[src/hw/fic_pkg.sv]
// package: offsets, fields, reset values and carriers for the config bank
package fic_pkg;
  // logical device numbers, placed in haddr[11:10]
  localparam logic [1:0] LDEV_FLOPPY = 2'h0;
  localparam logic [1:0] LDEV_DISK1  = 2'h1;
  localparam logic [1:0] LDEV_DISK2  = 2'h2;
  // register indexes; byte address = ldev * 0x400 + 4 * index
  localparam logic [7:0] IDX_FLOPPY_MODE   = 8'hf0;
  localparam logic [7:0] IDX_FLOPPY_OPTION = 8'hf1;
  localparam logic [7:0] IDX_FLOPPY_TYPE   = 8'hf2;
  localparam logic [7:0] IDX_FLOPPY_ZERO   = 8'hf3;
  localparam logic [7:0] IDX_DRIVE0        = 8'hf4;
  localparam logic [7:0] IDX_DRIVE1        = 8'hf5;
  localparam logic [7:0] IDX_TASK_DEC      = 8'hf0;
  localparam logic [7:0] IDX_AUX_DEC       = 8'hf1;
  localparam logic [7:0] IDX_BUF_MODE      = 8'hf0;
  // reset values
  localparam logic [7:0] RST_FLOPPY_MODE   = 8'h0e;
  localparam logic [7:0] RST_FLOPPY_OPTION = 8'h00;
  localparam logic [7:0] RST_FLOPPY_TYPE   = 8'hff;
  localparam logic [7:0] RST_DRIVE         = 8'h00;
  localparam logic [7:0] RST_TASK_DEC      = 8'h0c;
  localparam logic [7:0] RST_AUX_DEC       = 8'h00;
  localparam logic [7:0] RST_BUF_MODE      = 8'h00;
  // writable bits; everything else stores and reads zero
  localparam logic [7:0] WM_FLOPPY_MODE    = 8'h1f;
  localparam logic [7:0] WM_FLOPPY_OPTION  = 8'hfc;
  localparam logic [7:0] WM_FLOPPY_TYPE    = 8'hff;
  localparam logic [7:0] WM_DRIVE          = 8'h5b;
  localparam logic [7:0] WM_DECODER        = 8'h1f;
  localparam logic [7:0] WM_BUF_MODE       = 8'h01;
  // field positions
  localparam int MODE_ENH_BIT    = 0;
  localparam int MODE_NOBURST    = 1;
  localparam int MODE_IFACE_LO   = 2;
  localparam int MODE_SWAP_BIT   = 4;
  localparam int OPT_DENS_LO     = 2;
  localparam int OPT_MEDIA_LO    = 4;
  localparam int OPT_BOOT_LO     = 6;
  localparam int DRV_TYPE_LO     = 0;
  localparam int DRV_RATE_LO     = 3;
  localparam int DRV_PRECOMP_BIT = 6;
  localparam int DEC_QUAL_LO     = 0;
  localparam int DEC_MASK_LO     = 2;
  localparam int BUF_SHARE_BIT   = 0;
  // density and boot encodings
  localparam logic [1:0] DENS_FORCE1 = 2'h2;
  localparam logic [1:0] DENS_FORCE0 = 2'h3;
  localparam logic [1:0] BOOT_DRV0   = 2'h0;
  localparam logic [1:0] BOOT_DRV1   = 2'h1;
  // strobe qualifier encodings
  localparam logic [1:0] QUAL_AEN    = 2'h0;
  localparam logic [1:0] QUAL_READ   = 2'h1;
  localparam logic [1:0] QUAL_WRITE  = 2'h2;
  localparam logic [1:0] QUAL_EITHER = 2'h3;
  // largest legal mask code (32-byte window)
  localparam logic [2:0] MASK_MAX    = 3'h5;
  // secondary channel windows: task 8 bytes, aux 1 byte
  localparam logic [2:0] SEC_TASK_MASK = 3'h3;
  localparam logic [2:0] SEC_AUX_MASK  = 3'h0;
  localparam logic [1:0] HTRANS_NONSEQ = 2'h2;

  // isa-side strobes seen by the chip-select decoders
  typedef struct packed {
    logic [11:0] addr;
    logic        aen;
    logic        ior_n;
    logic        iow_n;
  } fic_isa_t;

  // per-drive rate and precompensation settings
  typedef struct packed {
    logic [1:0] drive_type_select;
    logic [1:0] rate_table_select;
    logic       precomp_disable;
  } fic_drive_t;
endpackage

[src/hw/fic_config_regs.sv]
// floppy and disk logical-device configuration bank with ahb-lite slave
`timescale 1ns/1ns
module fic_config_regs (
  input  wire logic                clk,
  input  wire logic                rst,
  input  wire logic                soft_rst,
  // ahb-lite slave
  input  wire logic                hsel,
  input  wire logic [31:0]         haddr,
  input  wire logic [1:0]          htrans,
  input  wire logic                hwrite,
  input  wire logic [2:0]          hsize,
  input  wire logic [31:0]         hwdata,
  input  wire logic                hready,
  output logic                     hreadyout,
  output logic                     hresp,
  output logic [31:0]              hrdata,
  // floppy side
  input  wire logic [1:0]          drive_sel_in,
  input  wire logic [1:0]          motor_sel_in,
  input  wire logic                density_in,
  input  wire logic [1:0]          media_id_in,
  output logic [1:0]               drive_sel_out,
  output logic [1:0]               motor_sel_out,
  output logic                     density_out,
  output logic [1:0]               media_id_out,
  output logic                     enhanced_mode,
  output logic                     burst_dma_en,
  output logic [1:0]               iface_mode,
  output logic [1:0]               boot_drive,
  output logic [7:0]               drive_types,
  output fic_pkg::fic_drive_t      drive0_cfg,
  output fic_pkg::fic_drive_t      drive1_cfg,
  // disk channels
  input  fic_pkg::fic_isa_t        isa,
  input  wire logic [11:0]         task_base,
  input  wire logic [11:0]         aux_base,
  input  wire logic [11:0]         second_task_base,
  input  wire logic [11:0]         second_aux_base,
  input  wire logic                second_active,
  input  wire logic                second_disk_irq_in,
  output logic                     disk_task_select_n,
  output logic                     disk_aux_select_n,
  output logic                     second_task_select_n,
  output logic                     second_task_select_oe,
  output logic                     second_aux_select_n,
  output logic                     second_aux_select_oe,
  output logic                     second_disk_irq_out,
  output logic                     second_disk_irq_oe,
  output logic                     first_buffer_enable_n,
  output logic                     second_buffer_enable_n
);

  logic [7:0] mode_ff;
  logic [7:0] option_ff;
  logic [7:0] type_ff;
  logic [7:0] drv_ff [2];
  logic [7:0] task_dec_ff;
  logic [7:0] aux_dec_ff;
  logic [7:0] buf_mode_ff;
  logic [7:0] nxt_mode;
  logic [7:0] nxt_option;
  logic [7:0] nxt_type;
  logic [7:0] nxt_drv [2];
  logic [7:0] nxt_task_dec;
  logic [7:0] nxt_aux_dec;
  logic [7:0] nxt_buf_mode;
  logic       wr_pend_ff;
  logic [1:0] wr_ldev_ff;
  logic [7:0] wr_idx_ff;
  logic       addr_ok;
  logic       acc;
  logic [7:0] rd_val;
  logic [7:0] wbyte;
  logic       task_hit;
  logic       aux_hit;
  logic       sec_task_hit;
  logic       sec_aux_hit;

  // window compare with the low address bits masked off
  function automatic logic win_hit(input logic [11:0] a,
                                   input logic [11:0] base,
                                   input logic [2:0]  code);
    logic [2:0]  n;
    logic [11:0] m;
    n = (code > fic_pkg::MASK_MAX) ? fic_pkg::MASK_MAX : code;
    m = 12'hfff << n;
    return (a & m) == (base & m);
  endfunction

  // strobe qualifier; aen low means a cpu cycle, not dma
  function automatic logic qual_ok(input fic_pkg::fic_isa_t s,
                                   input logic [1:0] q);
    logic rd;
    logic wr;
    rd = !s.ior_n;
    wr = !s.iow_n;
    unique case (q)
      fic_pkg::QUAL_AEN:    return !s.aen;
      fic_pkg::QUAL_READ:   return !s.aen && rd;
      fic_pkg::QUAL_WRITE:  return !s.aen && wr;
      fic_pkg::QUAL_EITHER: return !s.aen && (rd || wr);
    endcase
  endfunction

  // address phase decode; only the low 4 kB window is mapped
  assign addr_ok = (haddr[31:12] == 20'h00000);
  assign acc     = hsel && hready && (htrans == fic_pkg::HTRANS_NONSEQ);
  assign wbyte   = hwdata[7:0];

  // write data phase: next values fold in the pending write
  always_comb begin
    nxt_mode     = mode_ff;
    nxt_option   = option_ff;
    nxt_type     = type_ff;
    nxt_task_dec = task_dec_ff;
    nxt_aux_dec  = aux_dec_ff;
    nxt_buf_mode = buf_mode_ff;
    nxt_drv[0]   = drv_ff[0];
    nxt_drv[1]   = drv_ff[1];
    if (wr_pend_ff) begin
      unique case (wr_ldev_ff)
        fic_pkg::LDEV_FLOPPY: begin
          if (wr_idx_ff == fic_pkg::IDX_FLOPPY_MODE)
            nxt_mode = wbyte & fic_pkg::WM_FLOPPY_MODE;
          if (wr_idx_ff == fic_pkg::IDX_FLOPPY_OPTION)
            nxt_option = wbyte & fic_pkg::WM_FLOPPY_OPTION;
          if (wr_idx_ff == fic_pkg::IDX_FLOPPY_TYPE)
            nxt_type = wbyte & fic_pkg::WM_FLOPPY_TYPE;
          if (wr_idx_ff == fic_pkg::IDX_DRIVE0)
            nxt_drv[0] = wbyte & fic_pkg::WM_DRIVE;
          if (wr_idx_ff == fic_pkg::IDX_DRIVE1)
            nxt_drv[1] = wbyte & fic_pkg::WM_DRIVE;
        end
        fic_pkg::LDEV_DISK1: begin
          if (wr_idx_ff == fic_pkg::IDX_TASK_DEC)
            nxt_task_dec = wbyte & fic_pkg::WM_DECODER;
          if (wr_idx_ff == fic_pkg::IDX_AUX_DEC)
            nxt_aux_dec = wbyte & fic_pkg::WM_DECODER;
        end
        fic_pkg::LDEV_DISK2: begin
          if (wr_idx_ff == fic_pkg::IDX_BUF_MODE)
            nxt_buf_mode = wbyte & fic_pkg::WM_BUF_MODE;
        end
        default: ;
      endcase
    end
  end

  // read mux on next values so a read right after a write sees it
  always_comb begin
    rd_val = 8'h00;
    if (addr_ok) begin
      unique case (haddr[11:10])
        fic_pkg::LDEV_FLOPPY: begin
          unique case (haddr[9:2])
            fic_pkg::IDX_FLOPPY_MODE:   rd_val = nxt_mode;
            fic_pkg::IDX_FLOPPY_OPTION: rd_val = nxt_option;
            fic_pkg::IDX_FLOPPY_TYPE:   rd_val = nxt_type;
            fic_pkg::IDX_FLOPPY_ZERO:   rd_val = 8'h00;
            fic_pkg::IDX_DRIVE0:        rd_val = nxt_drv[0];
            fic_pkg::IDX_DRIVE1:        rd_val = nxt_drv[1];
            default:                    rd_val = 8'h00;
          endcase
        end
        fic_pkg::LDEV_DISK1: begin
          if (haddr[9:2] == fic_pkg::IDX_TASK_DEC)
            rd_val = nxt_task_dec;
          else if (haddr[9:2] == fic_pkg::IDX_AUX_DEC)
            rd_val = nxt_aux_dec;
        end
        fic_pkg::LDEV_DISK2: begin
          if (haddr[9:2] == fic_pkg::IDX_BUF_MODE)
            rd_val = nxt_buf_mode;
        end
        default: rd_val = 8'h00;
      endcase
    end
  end

  // bus slave: zero wait states, always okay, unmapped reads zero
  always_ff @(posedge clk) begin
    if (rst) begin
      wr_pend_ff <= 1'b0;
      wr_ldev_ff <= 2'h0;
      wr_idx_ff  <= 8'h00;
      hrdata     <= 32'h00000000;
      hreadyout  <= 1'b1;
      hresp      <= 1'b0;
    end else begin
      wr_pend_ff <= acc && hwrite && addr_ok;
      if (acc) begin
        wr_ldev_ff <= haddr[11:10];
        wr_idx_ff  <= haddr[9:2];
        hrdata     <= {24'h000000, rd_val};
      end
      hreadyout <= 1'b1;
      hresp     <= 1'b0;
    end
  end

  // floppy bank: hard reset only, soft reset deliberately ignored
  always_ff @(posedge clk) begin
    if (rst) begin
      mode_ff   <= fic_pkg::RST_FLOPPY_MODE;
      option_ff <= fic_pkg::RST_FLOPPY_OPTION;
      type_ff   <= fic_pkg::RST_FLOPPY_TYPE;
    end else begin
      mode_ff   <= nxt_mode;
      option_ff <= nxt_option;
      type_ff   <= nxt_type;
    end
  end

  // per-drive registers share one layout and default
  for (genvar d = 0; d < 2; d++) begin : g_drv
    always_ff @(posedge clk) begin
      if (rst)
        drv_ff[d] <= fic_pkg::RST_DRIVE;
      else
        drv_ff[d] <= nxt_drv[d];
    end
  end

  // decoders also take the software reset
  always_ff @(posedge clk) begin
    if (rst || soft_rst) begin
      task_dec_ff <= fic_pkg::RST_TASK_DEC;
      aux_dec_ff  <= fic_pkg::RST_AUX_DEC;
    end else begin
      task_dec_ff <= nxt_task_dec;
      aux_dec_ff  <= nxt_aux_dec;
    end
  end

  // secondary buffer mode: hard reset only
  always_ff @(posedge clk) begin
    if (rst)
      buf_mode_ff <= fic_pkg::RST_BUF_MODE;
    else
      buf_mode_ff <= nxt_buf_mode;
  end

  // floppy control outputs, registered for clean pins
  always_ff @(posedge clk) begin
    if (rst) begin
      enhanced_mode <= 1'b0;
      burst_dma_en  <= 1'b0;
      iface_mode    <= 2'h3;
      drive_sel_out <= 2'h0;
      motor_sel_out <= 2'h0;
      density_out   <= 1'b0;
      media_id_out  <= 2'h0;
      boot_drive    <= 2'h1;
      drive_types   <= 8'hff;
    end else begin
      enhanced_mode <= mode_ff[fic_pkg::MODE_ENH_BIT];
      burst_dma_en  <= !mode_ff[fic_pkg::MODE_NOBURST];
      iface_mode    <= mode_ff[fic_pkg::MODE_IFACE_LO +: 2];
      if (mode_ff[fic_pkg::MODE_SWAP_BIT]) begin
        drive_sel_out <= {drive_sel_in[0], drive_sel_in[1]};
        motor_sel_out <= {motor_sel_in[0], motor_sel_in[1]};
      end else begin
        drive_sel_out <= drive_sel_in;
        motor_sel_out <= motor_sel_in;
      end
      unique case (option_ff[fic_pkg::OPT_DENS_LO +: 2])
        fic_pkg::DENS_FORCE1: density_out <= 1'b1;
        fic_pkg::DENS_FORCE0: density_out <= 1'b0;
        default:              density_out <= density_in;
      endcase
      media_id_out <= media_id_in
                      ^ option_ff[fic_pkg::OPT_MEDIA_LO +: 2];
      // one-hot boot drive; code 11 also means no boot drive
      unique case (option_ff[fic_pkg::OPT_BOOT_LO +: 2])
        fic_pkg::BOOT_DRV0: boot_drive <= 2'h1;
        fic_pkg::BOOT_DRV1: boot_drive <= 2'h2;
        default:            boot_drive <= 2'h0;
      endcase
      drive_types <= type_ff;
    end
  end

  // drive rate and precompensation fields
  always_ff @(posedge clk) begin
    if (rst) begin
      drive0_cfg <= '0;
      drive1_cfg <= '0;
    end else begin
      drive0_cfg <= '{drive_type_select: drv_ff[0][fic_pkg::DRV_TYPE_LO +: 2],
                      rate_table_select: drv_ff[0][fic_pkg::DRV_RATE_LO +: 2],
                      precomp_disable:
                        drv_ff[0][fic_pkg::DRV_PRECOMP_BIT]};
      drive1_cfg <= '{drive_type_select: drv_ff[1][fic_pkg::DRV_TYPE_LO +: 2],
                      rate_table_select: drv_ff[1][fic_pkg::DRV_RATE_LO +: 2],
                      precomp_disable:
                        drv_ff[1][fic_pkg::DRV_PRECOMP_BIT]};
    end
  end

  // chip-select decode; reserved mask codes clamp to the widest window
  assign task_hit = win_hit(isa.addr, task_base,
                            task_dec_ff[fic_pkg::DEC_MASK_LO +: 3])
                    && qual_ok(isa, task_dec_ff[fic_pkg::DEC_QUAL_LO +: 2]);
  assign aux_hit  = win_hit(isa.addr, aux_base,
                            aux_dec_ff[fic_pkg::DEC_MASK_LO +: 3])
                    && qual_ok(isa, aux_dec_ff[fic_pkg::DEC_QUAL_LO +: 2]);
  assign sec_task_hit = second_active
                        && win_hit(isa.addr, second_task_base,
                                   fic_pkg::SEC_TASK_MASK)
                        && qual_ok(isa, fic_pkg::QUAL_EITHER);
  assign sec_aux_hit  = second_active
                        && win_hit(isa.addr, second_aux_base,
                                   fic_pkg::SEC_AUX_MASK)
                        && qual_ok(isa, fic_pkg::QUAL_EITHER);

  // disk pins; one cycle of decode latency traded for flop-driven pins
  always_ff @(posedge clk) begin
    if (rst) begin
      disk_task_select_n     <= 1'b1;
      disk_aux_select_n      <= 1'b1;
      second_task_select_n   <= 1'b1;
      second_aux_select_n    <= 1'b1;
      second_task_select_oe  <= 1'b0;
      second_aux_select_oe   <= 1'b0;
      second_disk_irq_out    <= 1'b0;
      second_disk_irq_oe     <= 1'b0;
      first_buffer_enable_n  <= 1'b1;
      second_buffer_enable_n <= 1'b1;
    end else begin
      disk_task_select_n    <= !task_hit;
      disk_aux_select_n     <= !aux_hit;
      second_task_select_n  <= !sec_task_hit;
      second_aux_select_n   <= !sec_aux_hit;
      second_task_select_oe <= second_active;
      second_aux_select_oe  <= second_active;
      second_disk_irq_out   <= second_active && second_disk_irq_in;
      second_disk_irq_oe    <= second_active;
      // shared mode routes secondary bytes through the primary buffer
      first_buffer_enable_n <= !(task_hit || aux_hit
        || (buf_mode_ff[fic_pkg::BUF_SHARE_BIT]
            && (sec_task_hit || sec_aux_hit)));
      second_buffer_enable_n <= buf_mode_ff[fic_pkg::BUF_SHARE_BIT]
        || !(sec_task_hit || sec_aux_hit);
    end
  end

endmodule // fic_config_regs

[config.mk]
export PLATFORM = sky130hd
export DESIGN_NAME = fic_config_regs
export DESIGN_NICKNAME = d
export VERILOG_FILES = /design/src/hw/fic_pkg.sv /design/src/hw/fic_config_regs.sv
export SDC_FILE = /design/constraint.sdc
export NUM_CORES = 1
export LEC_CHECK = 0
export BUFFER_PORTS_ARGS = -buffer_cell sky130_fd_sc_hd__buf_4
export CAP_MARGIN = 20
export CELL_PAD_IN_SITES_DETAIL_PLACEMENT = 1
export CELL_PAD_IN_SITES_GLOBAL_PLACEMENT = 1
export CORE_ASPECT_RATIO = 1.2
export CORE_MARGIN = 2
export CORE_UTILIZATION = 38
export CTS_CLUSTER_SIZE = 28
export DETAILED_ROUTE_END_ITERATION = 10
export GPL_TIMING_DRIVEN = 0
export PLACE_DENSITY_LB_ADDON = 0.15
export SYNTH_ARGS = -nofsm -noshare
export SYNTH_HDL_FRONTEND = slang
export SYNTH_SLANG_ARGS = --single-unit
[constraint.sdc]
create_clock -name clk -period 3.47 [get_ports clk]
set_input_delay 0.694 -clock clk [delete_from_list [all_inputs] [get_ports clk]]
set_output_delay 0.694 -clock clk [all_outputs]
set_load 0.05 [all_outputs]
==> results.cfg <==
[clock_network]
cts-resized-gates = 0
h-tree-depth = 4
cts_inserted_buffers = 17
post_cts_buffers = 0
clkTransAtPathRegs_ps = 60
clk_latency_ps = 420
cts_tree = yes
cts_sinks = 122
cts_buffer_depth = 2
clockRootBuffer = clkbuf_16
cts_hold_buf = 0

[synthesis]
ys_top_cells_by_area = dfxtp_1 45%, mux2i_1 8.7%, xnor2_1 4.4%
synth.distinct_cells = 53
yosys-top-cells-count = 122 x dfxtp_1, 51 x nor2_1, 47 x mux2i_1
ys_seq_elements = 122
yosysMostFrequentCell = dfxtp_1
synth_flop_cell = dfxtp_1
async_reset_ff_share_pct = 0
yosysSeqAreaShare_pct = 45.34
synth_edf_count = 0
synth.avg_cell_area_sq_um = 9.517
yosysWarnings = 0
netlist_area_sq_um = 5386
yosysTopAreaCellShare_pct = 45.34
synthCells = 566
synth_top_area_cell = dfxtp_1

[cells_and_area]
largest-register = drv_ff
multi_input_comb_area_sq_um = 2715
nNetsFinal = 919
synthToLayoutAreaGrowth_pct = 39.81
finalNonFillerCells = 956
fill_cells = 1598
final_layout_size_suffix_gt1_share_pct = 31.21
regArea_sq_um = 2442
num_antenna_cells = 0
largest_reg_flops = 16

[global_routing]
grt_pass1_wl_microns = 27180
grt_util_met2_pct = 41.08
grt_use_met1_pct = 25.98
top_usage_layer = met2
antenna_found_initial = 0
grt.overflow.total = 0
grt_util_met3_pct = 4.790
grt_max_degree = 17
grt_usage_pct = 22.99
grt_pass1_vias = 5218

[pwr]
p_leak_nw = 3.373
vdd_ir_drop_max_mv = 0.2934
powerDensity_nw_per_um2 = 482.0

[job]
drv_cap = 0

[worst_setup_path]
r2r-start = wr_idx_ff[2]
end_kind = flop
cp_max_fo = 6
critical_path.startpoint = wr_idx_ff[2]
start_kind = flop
r2r_cells = 7
cp.required_ps = 3750
crit_arrival_ps = 2880
critical_path_class = reg -> reg

[detailed_routing]
finalWirelength_microns = 17520
vias = 4907
drc = 0
via_per_inst = 5.133
route.antenna.remaining_nets = 0
dr.pass1.iters = 4
wl_per_cell_microns = 18.32
first_iter_violations = 217

[timing]
totalNegativeSetupSlack_ps = 0
timing.hold.ws_ps = 432.3
fin_crit_sh_pct = 74.94
rsz0062_at_grt = no
relSlewSlack_pct = 30.08
drv_slew = 0
fmax_ghz = 0.3845
worst_pin_slew_ps = 1039
clock_skew_ps = 11.07
hold_violations = 0
setup_violations = 0
period_needed_ps = 2600

[worst_hold_path]
hold_depth = 1
min_path_type = reg -> reg
hp-start = mode_ff[1]

[placed_design]
hpwl_microns = 13350
dp.cells = 924
numPortBuffers = 162
routabilityCongestion = 0.8766

[floorplan]
die_h_microns = 134.4
io_pins = 222
die-width_microns = 112.7
start_util_pct = 38.98
coreArea_sq_um = 13820
die_area_sq_um = 15150
row_count = 47

[status]
status = complete, no violations
==> cells by family after synthesis <==
| logic type | count (synthesis) | share of synthesized area (%) |
|---|---|---|
| simple gates | 213 | 22.00 |
| mux | 47 | 8.734 |
| flops | 122 | 45.34 |
| compound gates | 81 | 10.22 |
| xor+xnor | 47 | 7.642 |
| buf+inv | 54 | 5.923 |
| other cells | 2 | 0.1394 |
==> power breakdown <==
group / internal (mW) / switching (mW) / total [mW]
registers: 1.41 / 0.00377 / 1.41
logic: 0.161 / 0.208 / 0.369
clock network: 1.18 / 0.673 / 1.85
==> area by class of cell <==
class	count	share of cell area, %
Timing Repair Buffer	163	16.22
Multi-Input combinational cell	414	36.05
Sequential cell	122	32.43
Clock buffer	20	6.064
Buffer	50	4.037
Inverter	4	0.1994
Tap cell	171	2.841
Clock inverter	12	2.160
==> metrics by stage <==
stage          worst slack, ps  power (mW)  utilization, %  cell area, sq um
2_1_floorplan             1269       1.641               -              5477
3_3_place_gp             92.49       1.803           49.98              6907
3_5_place_dp             584.1       1.811           50.01              6912
4_1_cts                  902.7       3.643           54.50              7531
5_1_grt                  735.1       3.735           54.50              7531
6_report                 869.5       3.630           54.50              7531
==> placed cells by master, fill, tap and decap left out, types with 17 or more instances in the layout <==
cell,instances
nand2_1,41
dfxtp_1,122
conb_1,26
a21oi_1,19
xor2_1,20
nor2_1,51
xnor2_1,27
clkbuf_16,17
mux2i_1,47
buf_4,192
nor2b_1,21
==> path summary, 6_finish.rpt <==
kind,slack (ps),to
max,870,hrdata[2]
min,430,burst_dma_en
max reg2reg,870,hrdata[2]
min reg2reg,430,burst_dma_en
==> critical path: stages (launching register included) <==
cell      delay, ps
dfxtp_1         320
nor2_1          380
nand4_1         540
mux2i_1         370
o22ai_1         140
o31a_1          300
a211oi_1        290
o31ai_1         120
==> layer usage <==
layer,share of wire (%),vias up
li1,-,2345
met1,41,2364
met2,51,168
met3,5.5,30
met4,2.9,0
met5,0,-
Power figures use the tool's default switching activity.
